$ cat src/rtl/dual_timer_pkg.sv
// Package: register map, field layout and mode encodings of the dual-mode timer
package dual_timer_pkg;

	// Register indices; byte address is four times the index
	localparam logic [7:0] IDX_COUNT_HIGH    = 8'h01;
	localparam logic [7:0] IDX_RELOAD_HIGH   = 8'h02;
	localparam logic [7:0] IDX_MATCH_HIGH    = 8'h03;
	localparam logic [7:0] IDX_CONTROL       = 8'h08;
	localparam logic [7:0] IDX_STATUS        = 8'h09;
	localparam logic [7:0] IDX_COUNT_VALUE   = 8'h09;
	localparam logic [7:0] IDX_RELOAD_VALUE  = 8'h0a;
	localparam logic [7:0] IDX_MATCH_VALUE   = 8'h0b;
	localparam logic [7:0] IDX_CTRL          = 8'h10;
	localparam logic [7:0] IDX_STAT          = 8'h11;
	localparam logic [7:0] IDX_MODE          = 8'h12;

	localparam int        ADDR_W     = 10;
	localparam logic [31:0] ZERO_WORD = 32'h0000_0000;
	localparam logic [15:0] ZERO_HALF = 16'h0000;
	localparam logic [7:0]  ZERO_BYTE = 8'h00;
	localparam logic [15:0] ALL_ONES  = 16'hffff;
	localparam logic [7:0]  BYTE_ONES = 8'hff;
	localparam logic [15:0] ONE_HALF  = 16'h0001;
	localparam logic [7:0]  ONE_BYTE  = 8'h01;

	// Control register field positions
	localparam int CTL_GATE     = 0;
	localparam int CTL_SSHOT    = 1;
	localparam int CTL_RELCAP   = 2;
	localparam int CTL_RUN      = 3;
	localparam int CTL_RUN_LOW  = 4;
	localparam int CTL_POL      = 5;
	localparam int CTL_OE       = 6;
	localparam int CTL_WIDTH    = 8;
	localparam int CTL_CNTSEL   = 9;
	localparam int CTL_EDGE_LO  = 10;
	localparam int CTL_EDGE_HI  = 11;

	// Status register field positions (write one to clear)
	localparam int ST_OVF       = 0;
	localparam int ST_MATCH     = 1;
	localparam int ST_OVF_LOW   = 2;
	localparam int ST_MATCH_LOW = 3;

	localparam logic [1:0] EDGE_NONE = 2'h0;
	localparam logic [1:0] EDGE_RISE = 2'h1;
	localparam logic [1:0] EDGE_FALL = 2'h2;
	localparam logic [1:0] EDGE_BOTH = 2'h3;

	typedef enum logic [2:0] {
		MODE_RELOAD16,
		MODE_CAPTURE16,
		MODE_COUNTER16,
		MODE_DUAL_RELOAD,
		MODE_DUAL_CAPTURE,
		MODE_DUAL_COUNTER
	} mode_e;

	typedef struct packed {
		logic       oe;
		logic       pol;
		logic       sshot;
		logic       gate;
		logic       relcap;
		logic       run;
		logic       run_low;
		logic       width_mode_bit;
		logic       counter_timer_select;
		logic [1:0] edge_definition_field;
	} ctrl_s;

	typedef struct packed {
		logic [15:0] count_value;
		logic [7:0]  count_high_byte;
		logic [15:0] reload_value;
		logic [7:0]  reload_high_byte;
		logic [15:0] match_capture_value;
		logic [7:0]  match_capture_high_byte;
		ctrl_s       ctrl;
		logic        overflow_flag;
		logic        match_capture_flag;
		logic        overflow_low_flag;
		logic        match_low_flag;
		logic        pin_prev;
		logic        wave;
		logic        ss_armed;
		logic [31:0] readdata;
		logic        rd_done;
		logic        wr_done;
		mode_e       mode;
	} state_s;

endpackage : dual_timer_pkg

$ cat src/rtl/dual_timer_regs.sv
// Module: value, reload and match registers of a 16-bit / dual 8-bit timer
// Notes on behaviour
// - Count value register is 16 bits, fully accessible in sixteen-bit mode.
// - Dual mode: count value reads zero high byte, upper-byte writes dropped.
// - Low counter byte is only the lower byte of count value.
// - Count-high register holds upper counter in dual mode; bits above 7 read zero.
// - Reload value register is 16 bits, fully accessible in sixteen-bit mode.
// - Dual mode: reload value reads zero high byte, upper-byte writes blocked.
// - Low reload byte is only the lower byte of reload value.
// - Reload-high register holds upper reload byte for dual mode.
// - Match register gives compare value; takes counter value on 16-bit capture (match-high takes upper counter in dual).
// - Dual mode: match register reads zero high byte, ignores upper writes.
// - Low match byte is only the lower byte of match register.
// - Match-high register holds upper match byte for dual mode.
// - Six modes chosen by width bit, counter select and edge field.
// - Width 0, select 0, edge 00: 16-bit reload/compare with output options.
// - Width 0, select 0, edge nonzero: 16-bit capture, output disabled.
// - Capture mode: polarity picks gate level or skipped reload edge.
// - Width 0, select 1, edge nonzero: 16-bit counter on chosen edge.
// - Width 1, select 0, edge 00: dual 8-bit reload timers with output.
// - Overflow flag on 16-bit overflow, or upper 8-bit overflow in dual mode.
// - Match flag on compare match or on an external capture edge.
//
// Added by the designer: the Avalon-MM register port.
`timescale 1ns/100ps

module dual_timer_regs (
	input  wire logic                               clk_i,
	input  wire logic                               arst_n_i,
	input  wire logic [dual_timer_pkg::ADDR_W-1:0]  avs_address_i,
	input  wire logic                               avs_read_i,
	input  wire logic                               avs_write_i,
	input  wire logic [31:0]                        avs_writedata_i,
	input  wire logic [3:0]                         avs_byteenable_i,
	output logic      [31:0]                        avs_readdata_o,
	output logic                                    avs_waitrequest_o,
	input  wire logic                               timer_pin_i,
	output logic                                    timer_out_o,
	output logic                                    overflow_flag_o,
	output logic                                    match_capture_flag_o
);

	dual_timer_pkg::state_s st;
	dual_timer_pkg::state_s next_st;
	dual_timer_pkg::mode_e  mode_dec;

	logic [7:0]  idx;
	logic        wr_acc;
	logic        rd_acc;
	logic        dual;
	logic        rise;
	logic        fall;
	logic        cap_edge;
	logic        skip_reload;
	logic        gated;
	logic        tick_hi;
	logic        tick_lo;
	logic        ovf16;
	logic        ovf_hi;
	logic        ovf_lo;
	logic        match16;
	logic        match_hi;
	logic        match_lo;
	logic        set_ovf;
	logic        set_match;
	logic        clr_ok;
	logic [15:0] wmask;
	logic [31:0] rdata;

	////////////////////////////////////////////////////////////////////////////////
	// Bus decode; word index is byte address divided by four
	assign idx    = avs_address_i[dual_timer_pkg::ADDR_W-1:2];
	// Reads latch data in the first cycle; writes land at the edge that completes them
	assign wr_acc = avs_write_i && st.wr_done;
	assign rd_acc = avs_read_i && !st.rd_done;
	assign dual   = st.ctrl.width_mode_bit;
	assign wmask  = {{8{avs_byteenable_i[1]}}, {8{avs_byteenable_i[0]}}};

	// Pin is taken as synchronous; edge detect against last sample
	assign rise = timer_pin_i && !st.pin_prev;
	assign fall = !timer_pin_i && st.pin_prev;

	////////////////////////////////////////////////////////////////////////////////
	// Mode decode
	// mode from three fields
	always_comb begin
		unique case ({st.ctrl.width_mode_bit, st.ctrl.counter_timer_select,
			st.ctrl.edge_definition_field != dual_timer_pkg::EDGE_NONE})
			3'b000:  mode_dec = dual_timer_pkg::MODE_RELOAD16;
			3'b001:  mode_dec = dual_timer_pkg::MODE_CAPTURE16;
			3'b011:  mode_dec = dual_timer_pkg::MODE_COUNTER16;
			3'b100:  mode_dec = dual_timer_pkg::MODE_DUAL_RELOAD;
			3'b101:  mode_dec = dual_timer_pkg::MODE_DUAL_CAPTURE;
			3'b111:  mode_dec = dual_timer_pkg::MODE_DUAL_COUNTER;
			// Counter select with edge 00 counts nothing; treat as reload timer
			default: mode_dec = dual ? dual_timer_pkg::MODE_DUAL_RELOAD
				: dual_timer_pkg::MODE_RELOAD16;
		endcase
	end

	////////////////////////////////////////////////////////////////////////////////
	// Edge and gating terms
	always_comb begin
		// counted or captured edge from edge field
		unique case (st.ctrl.edge_definition_field)
			dual_timer_pkg::EDGE_RISE: cap_edge = rise;
			dual_timer_pkg::EDGE_FALL: cap_edge = fall;
			dual_timer_pkg::EDGE_BOTH: cap_edge = rise || fall;
			default:                   cap_edge = 1'b0;
		endcase
		skip_reload = st.ctrl.gate && st.ctrl.edge_definition_field == dual_timer_pkg::EDGE_BOTH
			&& (st.ctrl.pol ? rise : fall);
		// polarity selects gating level, output must be off
		gated = st.ctrl.gate && !st.ctrl.oe && !st.ctrl.counter_timer_select
			&& st.ctrl.edge_definition_field != dual_timer_pkg::EDGE_BOTH
			&& (timer_pin_i == st.ctrl.pol);
	end

	// Counting ticks: timer modes run on clock, counter modes on the edge
	assign tick_hi = st.ctrl.counter_timer_select ? cap_edge
		: ((st.ctrl.run || st.ss_armed) && !gated);
	// Low byte never gated; only exists in dual mode
	assign tick_lo = dual && st.ctrl.run_low;

	assign ovf16    = !dual && tick_hi && st.count_value == dual_timer_pkg::ALL_ONES;
	assign ovf_hi   = dual && tick_hi && st.count_high_byte == dual_timer_pkg::BYTE_ONES;
	assign ovf_lo   = tick_lo && st.count_value[7:0] == dual_timer_pkg::BYTE_ONES;
	// 16-bit and upper-byte compare only in reload/compare modes; low byte compares in every dual mode
	assign match16  = !dual && st.ctrl.edge_definition_field == dual_timer_pkg::EDGE_NONE
		&& tick_hi && st.count_value == st.match_capture_value;
	assign match_hi = dual && st.ctrl.edge_definition_field == dual_timer_pkg::EDGE_NONE
		&& tick_hi && st.count_high_byte == st.match_capture_high_byte;
	assign match_lo = tick_lo && st.count_value[7:0] == st.match_capture_value[7:0];

	assign set_ovf   = ovf16 || ovf_hi;
	assign set_match = match16 || match_hi
		|| (!st.ctrl.counter_timer_select && st.ctrl.edge_definition_field
			!= dual_timer_pkg::EDGE_NONE && cap_edge);
	// Flag clear request, taken at the completing edge of a status write
	assign clr_ok    = wr_acc && idx == dual_timer_pkg::IDX_STAT && avs_byteenable_i[0];

	////////////////////////////////////////////////////////////////////////////////
	// Read mux; unmapped addresses read zero
	always_comb begin
		rdata = dual_timer_pkg::ZERO_WORD;
		unique case (idx)
			// high byte hidden in dual mode
			dual_timer_pkg::IDX_COUNT_VALUE:
				rdata[15:0] = {dual ? dual_timer_pkg::ZERO_BYTE : st.count_value[15:8],
					st.count_value[7:0]};
			dual_timer_pkg::IDX_RELOAD_VALUE:
				rdata[15:0] = {dual ? dual_timer_pkg::ZERO_BYTE : st.reload_value[15:8],
					st.reload_value[7:0]};
			dual_timer_pkg::IDX_MATCH_VALUE:
				rdata[15:0] = {dual ? dual_timer_pkg::ZERO_BYTE : st.match_capture_value[15:8],
					st.match_capture_value[7:0]};
			dual_timer_pkg::IDX_COUNT_HIGH:  rdata[7:0] = st.count_high_byte;
			dual_timer_pkg::IDX_RELOAD_HIGH: rdata[7:0] = st.reload_high_byte;
			dual_timer_pkg::IDX_MATCH_HIGH:  rdata[7:0] = st.match_capture_high_byte;
			dual_timer_pkg::IDX_CTRL: begin
				rdata[dual_timer_pkg::CTL_GATE]    = st.ctrl.gate;
				rdata[dual_timer_pkg::CTL_SSHOT]   = st.ss_armed;
				rdata[dual_timer_pkg::CTL_RELCAP]  = st.ctrl.relcap;
				rdata[dual_timer_pkg::CTL_RUN]     = st.ctrl.run;
				rdata[dual_timer_pkg::CTL_RUN_LOW] = st.ctrl.run_low;
				rdata[dual_timer_pkg::CTL_POL]     = st.ctrl.pol;
				rdata[dual_timer_pkg::CTL_OE]      = st.ctrl.oe;
				rdata[dual_timer_pkg::CTL_WIDTH]   = st.ctrl.width_mode_bit;
				rdata[dual_timer_pkg::CTL_CNTSEL]  = st.ctrl.counter_timer_select;
				rdata[dual_timer_pkg::CTL_EDGE_HI:dual_timer_pkg::CTL_EDGE_LO] =
					st.ctrl.edge_definition_field;
			end
			dual_timer_pkg::IDX_STAT: begin
				rdata[dual_timer_pkg::ST_OVF]       = st.overflow_flag;
				rdata[dual_timer_pkg::ST_MATCH]     = st.match_capture_flag;
				rdata[dual_timer_pkg::ST_OVF_LOW]   = st.overflow_low_flag;
				rdata[dual_timer_pkg::ST_MATCH_LOW] = st.match_low_flag;
			end
			dual_timer_pkg::IDX_MODE: rdata[2:0] = st.mode;
			default: rdata = dual_timer_pkg::ZERO_WORD;
		endcase
	end

	////////////////////////////////////////////////////////////////////////////////
	// Next state: counting first, then software writes override
	always_comb begin
		next_st.count_value             = st.count_value;
		next_st.count_high_byte         = st.count_high_byte;
		next_st.reload_value            = st.reload_value;
		next_st.reload_high_byte        = st.reload_high_byte;
		next_st.match_capture_value     = st.match_capture_value;
		next_st.match_capture_high_byte = st.match_capture_high_byte;
		next_st.ctrl                    = st.ctrl;
		next_st.pin_prev                = timer_pin_i;
		next_st.wave                    = st.wave;
		next_st.ss_armed                = st.ss_armed;
		next_st.mode                    = mode_dec;
		next_st.wr_done                 = avs_write_i && !st.wr_done;
		next_st.rd_done                 = rd_acc;
		next_st.readdata                = rd_acc ? rdata : st.readdata;

		// 16-bit count with reload on overflow
		if (!dual && tick_hi) begin
			next_st.count_value = ovf16 ? st.reload_value
				: st.count_value + dual_timer_pkg::ONE_HALF;
		end
		// low byte counts in place in dual mode
		if (tick_lo) begin
			next_st.count_value[7:0] = ovf_lo ? st.reload_value[7:0]
				: st.count_value[7:0] + dual_timer_pkg::ONE_BYTE;
		end
		if (dual && tick_hi) begin
			next_st.count_high_byte = ovf_hi ? st.reload_high_byte
				: st.count_high_byte + dual_timer_pkg::ONE_BYTE;
		end
		// Output toggles on match or overflow; single toggle when both coincide
		if ((set_ovf || match16 || match_hi) && st.ctrl.edge_definition_field
			== dual_timer_pkg::EDGE_NONE) begin
			next_st.wave = !st.wave;
		end
		// Single shot ends at overflow/reload
		if (set_ovf) begin
			next_st.ss_armed = 1'b0;
		end
		if (!st.ctrl.counter_timer_select && cap_edge) begin
			if (dual) begin
				next_st.match_capture_high_byte = st.count_high_byte;
			end else begin
				next_st.match_capture_value = st.count_value;
			end
			if (st.ctrl.relcap && !skip_reload) begin
				if (dual) begin
					next_st.count_high_byte = st.reload_high_byte;
				end else begin
					next_st.count_value = st.reload_value;
				end
			end
		end

		if (wr_acc) begin
			unique case (idx)
				// upper byte writes dropped in dual mode
				dual_timer_pkg::IDX_COUNT_VALUE:
					next_st.count_value = (next_st.count_value & ~(wmask & {dual ? 8'h00 : 8'hff, 8'hff}))
						| (avs_writedata_i[15:0] & wmask & {dual ? 8'h00 : 8'hff, 8'hff});
				// reload upper byte blocked in dual mode
				dual_timer_pkg::IDX_RELOAD_VALUE:
					next_st.reload_value = (st.reload_value & ~(wmask & {dual ? 8'h00 : 8'hff, 8'hff}))
						| (avs_writedata_i[15:0] & wmask & {dual ? 8'h00 : 8'hff, 8'hff});
				// match upper byte writes ignored in dual mode
				dual_timer_pkg::IDX_MATCH_VALUE:
					next_st.match_capture_value =
						(next_st.match_capture_value & ~(wmask & {dual ? 8'h00 : 8'hff, 8'hff}))
						| (avs_writedata_i[15:0] & wmask & {dual ? 8'h00 : 8'hff, 8'hff});
				dual_timer_pkg::IDX_COUNT_HIGH:
					if (avs_byteenable_i[0]) next_st.count_high_byte = avs_writedata_i[7:0];
				dual_timer_pkg::IDX_RELOAD_HIGH:
					if (avs_byteenable_i[0]) next_st.reload_high_byte = avs_writedata_i[7:0];
				dual_timer_pkg::IDX_MATCH_HIGH:
					if (avs_byteenable_i[0]) next_st.match_capture_high_byte = avs_writedata_i[7:0];
				dual_timer_pkg::IDX_CTRL: begin
					if (avs_byteenable_i[0]) begin
						next_st.ctrl.gate    = avs_writedata_i[dual_timer_pkg::CTL_GATE];
						next_st.ctrl.relcap  = avs_writedata_i[dual_timer_pkg::CTL_RELCAP];
						next_st.ctrl.run     = avs_writedata_i[dual_timer_pkg::CTL_RUN];
						next_st.ctrl.run_low = avs_writedata_i[dual_timer_pkg::CTL_RUN_LOW];
						next_st.ctrl.pol     = avs_writedata_i[dual_timer_pkg::CTL_POL];
						next_st.ctrl.oe      = avs_writedata_i[dual_timer_pkg::CTL_OE];
						if (avs_writedata_i[dual_timer_pkg::CTL_SSHOT]) next_st.ss_armed = 1'b1;
						// Polarity sets the start level when output is enabled
						if (avs_writedata_i[dual_timer_pkg::CTL_OE] && !st.ctrl.oe) begin
							next_st.wave = 1'b0;
						end
					end
					if (avs_byteenable_i[1]) begin
						next_st.ctrl.width_mode_bit = avs_writedata_i[dual_timer_pkg::CTL_WIDTH];
						next_st.ctrl.counter_timer_select =
							avs_writedata_i[dual_timer_pkg::CTL_CNTSEL];
						next_st.ctrl.edge_definition_field =
							avs_writedata_i[dual_timer_pkg::CTL_EDGE_HI:dual_timer_pkg::CTL_EDGE_LO];
					end
				end
				default: ;
			endcase
		end
		// Status flags: hardware set wins over write-one-to-clear
		// overflow flag
		next_st.overflow_flag = set_ovf || (st.overflow_flag
			&& !(clr_ok && avs_writedata_i[dual_timer_pkg::ST_OVF]));
		next_st.match_capture_flag = set_match || (st.match_capture_flag
			&& !(clr_ok && avs_writedata_i[dual_timer_pkg::ST_MATCH]));
		next_st.overflow_low_flag = ovf_lo || (st.overflow_low_flag
			&& !(clr_ok && avs_writedata_i[dual_timer_pkg::ST_OVF_LOW]));
		next_st.match_low_flag = match_lo || (st.match_low_flag
			&& !(clr_ok && avs_writedata_i[dual_timer_pkg::ST_MATCH_LOW]));
	end

	////////////////////////////////////////////////////////////////////////////////
	// State register
	// everything clears on reset
	always_ff @(posedge clk_i or negedge arst_n_i) begin
		if (!arst_n_i) begin
			st <= '0;
		end else begin
			st <= next_st;
		end
	end

	////////////////////////////////////////////////////////////////////////////////
	// Readdata and flags straight from flops; waitrequest and timer output decoded
	assign avs_readdata_o       = st.readdata;
	assign avs_waitrequest_o    = !((avs_read_i && st.rd_done) || (avs_write_i && st.wr_done));
	assign overflow_flag_o      = st.overflow_flag;
	assign match_capture_flag_o = st.match_capture_flag;
	// output only in 16-bit or dual reload modes with counter select clear
	assign timer_out_o = st.ctrl.oe && st.ctrl.edge_definition_field == dual_timer_pkg::EDGE_NONE
		&& !st.ctrl.counter_timer_select && (st.wave ^ st.ctrl.pol);

endmodule : dual_timer_regs

$ cat config.mk
export PLATFORM = sky130hd
export DESIGN_NAME = dual_timer_regs
export DESIGN_NICKNAME = d
export VERILOG_FILES = /design/src/rtl/dual_timer_pkg.sv /design/src/rtl/dual_timer_regs.sv
export SDC_FILE = /design/constraint.sdc
export NUM_CORES = 1
export LEC_CHECK = 0
export ABC_AREA = 1
export BUFFER_PORTS_ARGS = -buffer_cell sky130_fd_sc_hd__buf_4
export CAP_MARGIN = 10
export CORE_ASPECT_RATIO = 1.75
export CORE_MARGIN = 2
export CORE_UTILIZATION = 25
export DETAILED_ROUTE_END_ITERATION = 6
export PLACE_DENSITY_LB_ADDON = 0.12
export SYNTH_ARGS = -nofsm -noshare
export SYNTH_HDL_FRONTEND = slang
export SYNTH_SLANG_ARGS = --single-unit
$ cat constraint.sdc
create_clock -name clk_i -period 2.4 [get_ports clk_i]
set_input_delay 0.48 -clock clk_i [delete_from_list [all_inputs] [get_ports clk_i]]
set_output_delay 0.48 -clock clk_i [all_outputs]
set_load 0.02 [all_outputs]
Word level (Yosys, flattened, before mapping)
Index checks and enable logic that the tools add are counted.

cells by class
  equality and inequality tests = 25
  bitwise logic cells = 11
  reduce and logical (&&, ||, !) cells = 79
  multiplexer cells = 47
  add/subtract/negate cells = 3

operator list
  kind                     number
  $mux W8                  16
  $mux W16                 7
  $and A16 B16 Y16         6
  $mux W74                 1
  $mux W24                 3
  $or A16 B16 Y16          3
  $logic_and A1 B1 Y1      45
  $pmux W3 S9              1
  $eq A8 B4 Y1 const B     3
  $eq A8 B5 Y1 const B     3
  $pmux W3 S7              1
  $pmux W3 S6              1
  $add A16 B1 Y16 const B  1
  $add A8 B1 Y8 const B    2
  $eq A16 B16 Y1           1
  $eq A16 B16 Y1 const B   1
  $eq A8 B2 Y1 const B     2
  $eq A8 B8 Y1             2
  $eq A8 B8 Y1 const B     2
  $not A16 Y16             1
  $pmux W4 S4              1
  $logic_not A1 Y1         15
  $logic_or A1 B1 Y1       12
  $mux W2                  6
  other kinds (19)         29

word-level totals
  register bits = 110
  input bits = 51

Longest topological paths before layout
  depth after elaboration = 20
  depth in mapped cells = 14

Worst setup path after synthesis
OpenSTA, ideal clock, no wires.

  path type = register to output
  from = register st[45] in the netlist's numbering
  to = output port timer_out_o
  arrival = 1.418 ns
  data required time = 1.920 ns
  path buffers = 0
  path slack = 0.502 ns
  cell stages (with the launch flop) = 4
  cell sequence = dfrtp_1 nor2_4 inv_1 nor4_1

on the way
  word-level cells in the longest chain between the ends = 4

RTL lines
  what                               RTL line                source
  start: declaration                 dual_timer_regs.sv:43   dual_timer_pkg::state_s st;
  start signal: assignment           dual_timer_regs.sv:305  st <= next_st;
  $logic_not A2 Y1                   dual_timer_regs.sv:316  assign timer_out_o = st.ctrl.oe && st.ctrl.edge_definition_field == dual_timer_pkg::EDGE_NONE
  $logic_and A1 B1 Y1                dual_timer_regs.sv:316
  $logic_and A1 B1 Y1 (2 in series)  dual_timer_regs.sv:317  && !st.ctrl.counter_timer_select && (st.wave ^ st.ctrl.pol);
  end: declaration                   dual_timer_regs.sv:38   output logic timer_out_o,

No other way between the ends.

Worst setup path in the final report
Same ends and word-level chain as after synthesis.

==> metrics.md <==
| Metric | Value |
|---|---|
| Outcome | `completed` |
| Worst Path Max Fanout | `8` |
| # Post-CTS Setup Buffers | `0` |
| Final period utilization | `91.95%` |
| Delay of the slowest cell on the worst path | `460 ps` |
| Unrepaired setup endpoints after global routing | `no` |
| Worst-Margin Slew | `621.5 ps` |
| Layout Area Growth over Synthesis | `17.45%` |
| Area share of the largest cell type after synthesis | `36.84%` |
| Routed wire per std cell | `20.05 um` |
| Count of final max-slew check failures | `0` |
| Post-synthesis async set-or-reset flop share | `100.0%` |
| CTS sink count | `110` |
| Final number of hold-violating endpoints | `0` |
| Antenna diodes | `0` |
| Number of unique standard cell types used by synthesis | `47` |
| CP endpoint kind | `output port` |
| Total number of placement rows | `83` |
| Crit path max-delay cell type | `sky130_fd_sc_hd__dfrtp_1` |
| Root Buffer | `sky130_fd_sc_hd__clkbuf_16` |
| Via count of the first global-routing pass | `7553` |
| Count of antenna-violating nets left after detailed routing | `0` |
| Clock skew | `12.92 ps` |
| DIE AREA | `31340 um^2` |
| Number of instances in the synthesized netlist | `1068` |
| Combined global-route utilization of all metal layers | `20.25%` |
| Insertion delay to the later sink of the worst-skew pair | `400 ps` |
| GR met1 Demand/Resource | `19.48%` |
| Most common cell after layout, fill and taps aside | `sky130_fd_sc_hd__nand2_1` |
| Clock transition time at the flip-flop clock pins of the worst setup and hold paths | `70 ps` |
| Start-to-end type of the worst setup path | `reg -> out` |
| Top Usage Layer GRT | `met2` |
| Total Power Consumption | `5.852 mW` |
| Leakage power of the design | `4.305 nW` |
| Number of storage elements in the synthesis netlist | `110` |
| Most frequent cells in the layout | `sky130_fd_sc_hd__nand2_1 (273), sky130_fd_sc_hd__inv_1 (121), sky130_fd_sc_hd__o21ai_0 (110), sky130_fd_sc_hd__dfrtp_1 (110), sky130_fd_sc_hd__buf_4 (110)` |
| Worst setup slack after placement | `-124.1 ps` |
| Die W | `134.7 um` |
| Die Height | `232.7 um` |
| Top cells by area in the synthesized netlist | `sky130_fd_sc_hd__dfrtp_1 (37%), sky130_fd_sc_hd__nand2_1 (14%), sky130_fd_sc_hd__o21ai_0 (7.4%)` |
| Number of nets in the final layout | `1191` |
| Library cell occupying the most area in the post-synthesis netlist | `sky130_fd_sc_hd__dfrtp_1` |
| EDFF count, synth | `0` |
| Post-layout util | `29.86%` |
| Clock buffer depth | `2` |
| CTS tree | `done` |
| Resize count post-CTS | `0` |
| Power density of the placed cells | `666.9 nW/um^2` |
| Detailed-routing iteration count for the pre-antenna-repair pass | `5` |
| Cell breakdown of the critical path | `nor2_4, inv_1, nor4_1, buf_4` |
| Placeable core region | `29390 um^2` |
| Most common flop cell mapped by yosys | `sky130_fd_sc_hd__dfrtp_1` |
| Data arrival at the endpoint of the critical path | `1730 ps` |
| Count of boundary I/O pins | `87` |
| Via count of the routed design | `7269` |
| Required time of the critical path | `1920 ps` |
| Clock buffer count from CTS | `9` |
| Remaining DRCs | `0` |
| Worst hold path class | `in -> async` |
| H-Tree Level Count | `3` |
| Input/output buffers | `50` |
| Vias per Instance | `4.773` |
| Share of synthesized area occupied by flip-flops and latches | `36.84%` |
| Share of final-layout standard cells stronger than drive strength 1 | `15.51%` |
| Largest net degree at the start of global routing | `46` |
| Count of hold buffers inserted by post-cts repair | `0` |
| Number of antenna violations at the first check in global routing | `0` |
| Setup violations, final | `0` |
| First-pass GRT wire length | `45.93 mm` |
| Maximum resistive drop on vdd | `0.4302 mV` |
| Count of max-cap constraint violations | `0` |
| Final wirelength | `30.53 mm` |
| Dpl hpwl | `24.15 mm` |
| Overflow left after global routing | `0` |
| Launching element type of the critical path | `flip-flop` |
| Average instance area after synthesis | `6.995 um^2` |
| Smallest setup slack after layout | `193.1 ps` |
| DRC violation total after the first TritonRoute iteration | `370` |
| Post-route setup TNS | `0 ps` |
| Met2 track demand over resource | `39.37%` |
| Max Clk Rate | `453.1 MHz` |
| Cell area after technology mapping | `7471 um^2` |
| Final critical delay including setup and external delays | `2207 ps` |
| Max-slew headroom | `58.13%` |
| Met3 capacity usage during global routing | `1.373%` |
| Starting density of the core | `25.42%` |
| Final weighted congestion of routability-driven global placement | `0.9020` |
| Yosys warnings | `0` |
==> through the flow <==
step,hold slack (ps),area [um^2],std cells
global placement,408.3,8452,1507
detailed placement,413.3,8452,1507
floorplan,184.4,7527,1083
CTS,69.41,8775,1523
finish,63.86,8775,1523
global route,104.9,8775,1523
==> layer usage <==
metal  part of all wire, %  wire [um]
met5                     0          0
met1                    35      10690
met4                   7.0       2139
met2                    56      17180
met3                   1.7        524
==> power by group <==
part | internal (mW) | switching, mW | total [mW]
combinational | 0.679 | 1.08 | 1.76
sequential | 2.06 | 0.311 | 2.37
clock | 0.919 | 0.811 | 1.73
total | 3.65 | 2.20 | 5.85
==> cell type report <==
| type | instances | area [um^2] |
|---|---|---|
| well taps | 382 | 478.0 |
| clock inverters | 7 | 97.59 |
| flip-flops and latches | 110 | 2753 |
| fillers | 3247 | 20610 |
| multi-input cells | 767 | 3812 |
| clock buffers | 9 | 225.2 |
| repair buffers | 114 | 905.9 |
| inverters | 134 | 503.0 |
==> sequential cells by signal (all words and copies together), names as in the netlist, named ones only <==
signal / cells
st: 83
avs_readdata_o: 16
dual: 1
match_capture_flag_o: 1
overflow_flag_o: 1
==> cell usage after synthesis (all sizes together), types with 4 or more instances <==
library cell / number
nand2: 284
ha: 4
nor2: 101
xnor2: 13
nand4: 6
nor3: 13
buf: 53
nand3: 60
xor2: 15
clkbuf: 19
o22ai: 29
dfrtp: 110
a21oi: 50
a22oi: 4
o21ai: 134
o211ai: 17
inv: 132
==> logic make-up after synthesis <==
kind of cell             Yosys count  share of synthesized area, %
flip-flops                       110                         36.84
AO/OA/AOI/OAI                    252                         18.93
other                              1                       0.05019
XOR/XNOR                          28                         3.283
adder cells (fa/ha/maj)            4                        0.6699
buffers and inverters            206                         12.88
AND/OR/NAND/NOR                  467                         27.35
==> critical path, delay by kind of cell (launching register included) <==
kind,cells,cell delay (ps)
simple gates,2,560
buf+inv,2,320
flops,1,460
==> worst paths after layout <==
| check | from | to | slack, ps | cells after the start |
|---|---|---|---|---|
| setup / recovery | st[45] | timer_out_o | 190 | 4 |
| hold / removal | arst_n_i | st[46] | 60 | 1 |
| setup reg to reg | st[111] | st[38] | 250 | 13 |
| hold reg to reg | st[3] | st[3] | 420 | 1 |
| max in group asynchronous | arst_n_i | async pin | 1650 | 2 |
| min in group clk_i | timer_pin_i | st[39] | 220 | 1 |
Power figures use the tool's default switching activity.
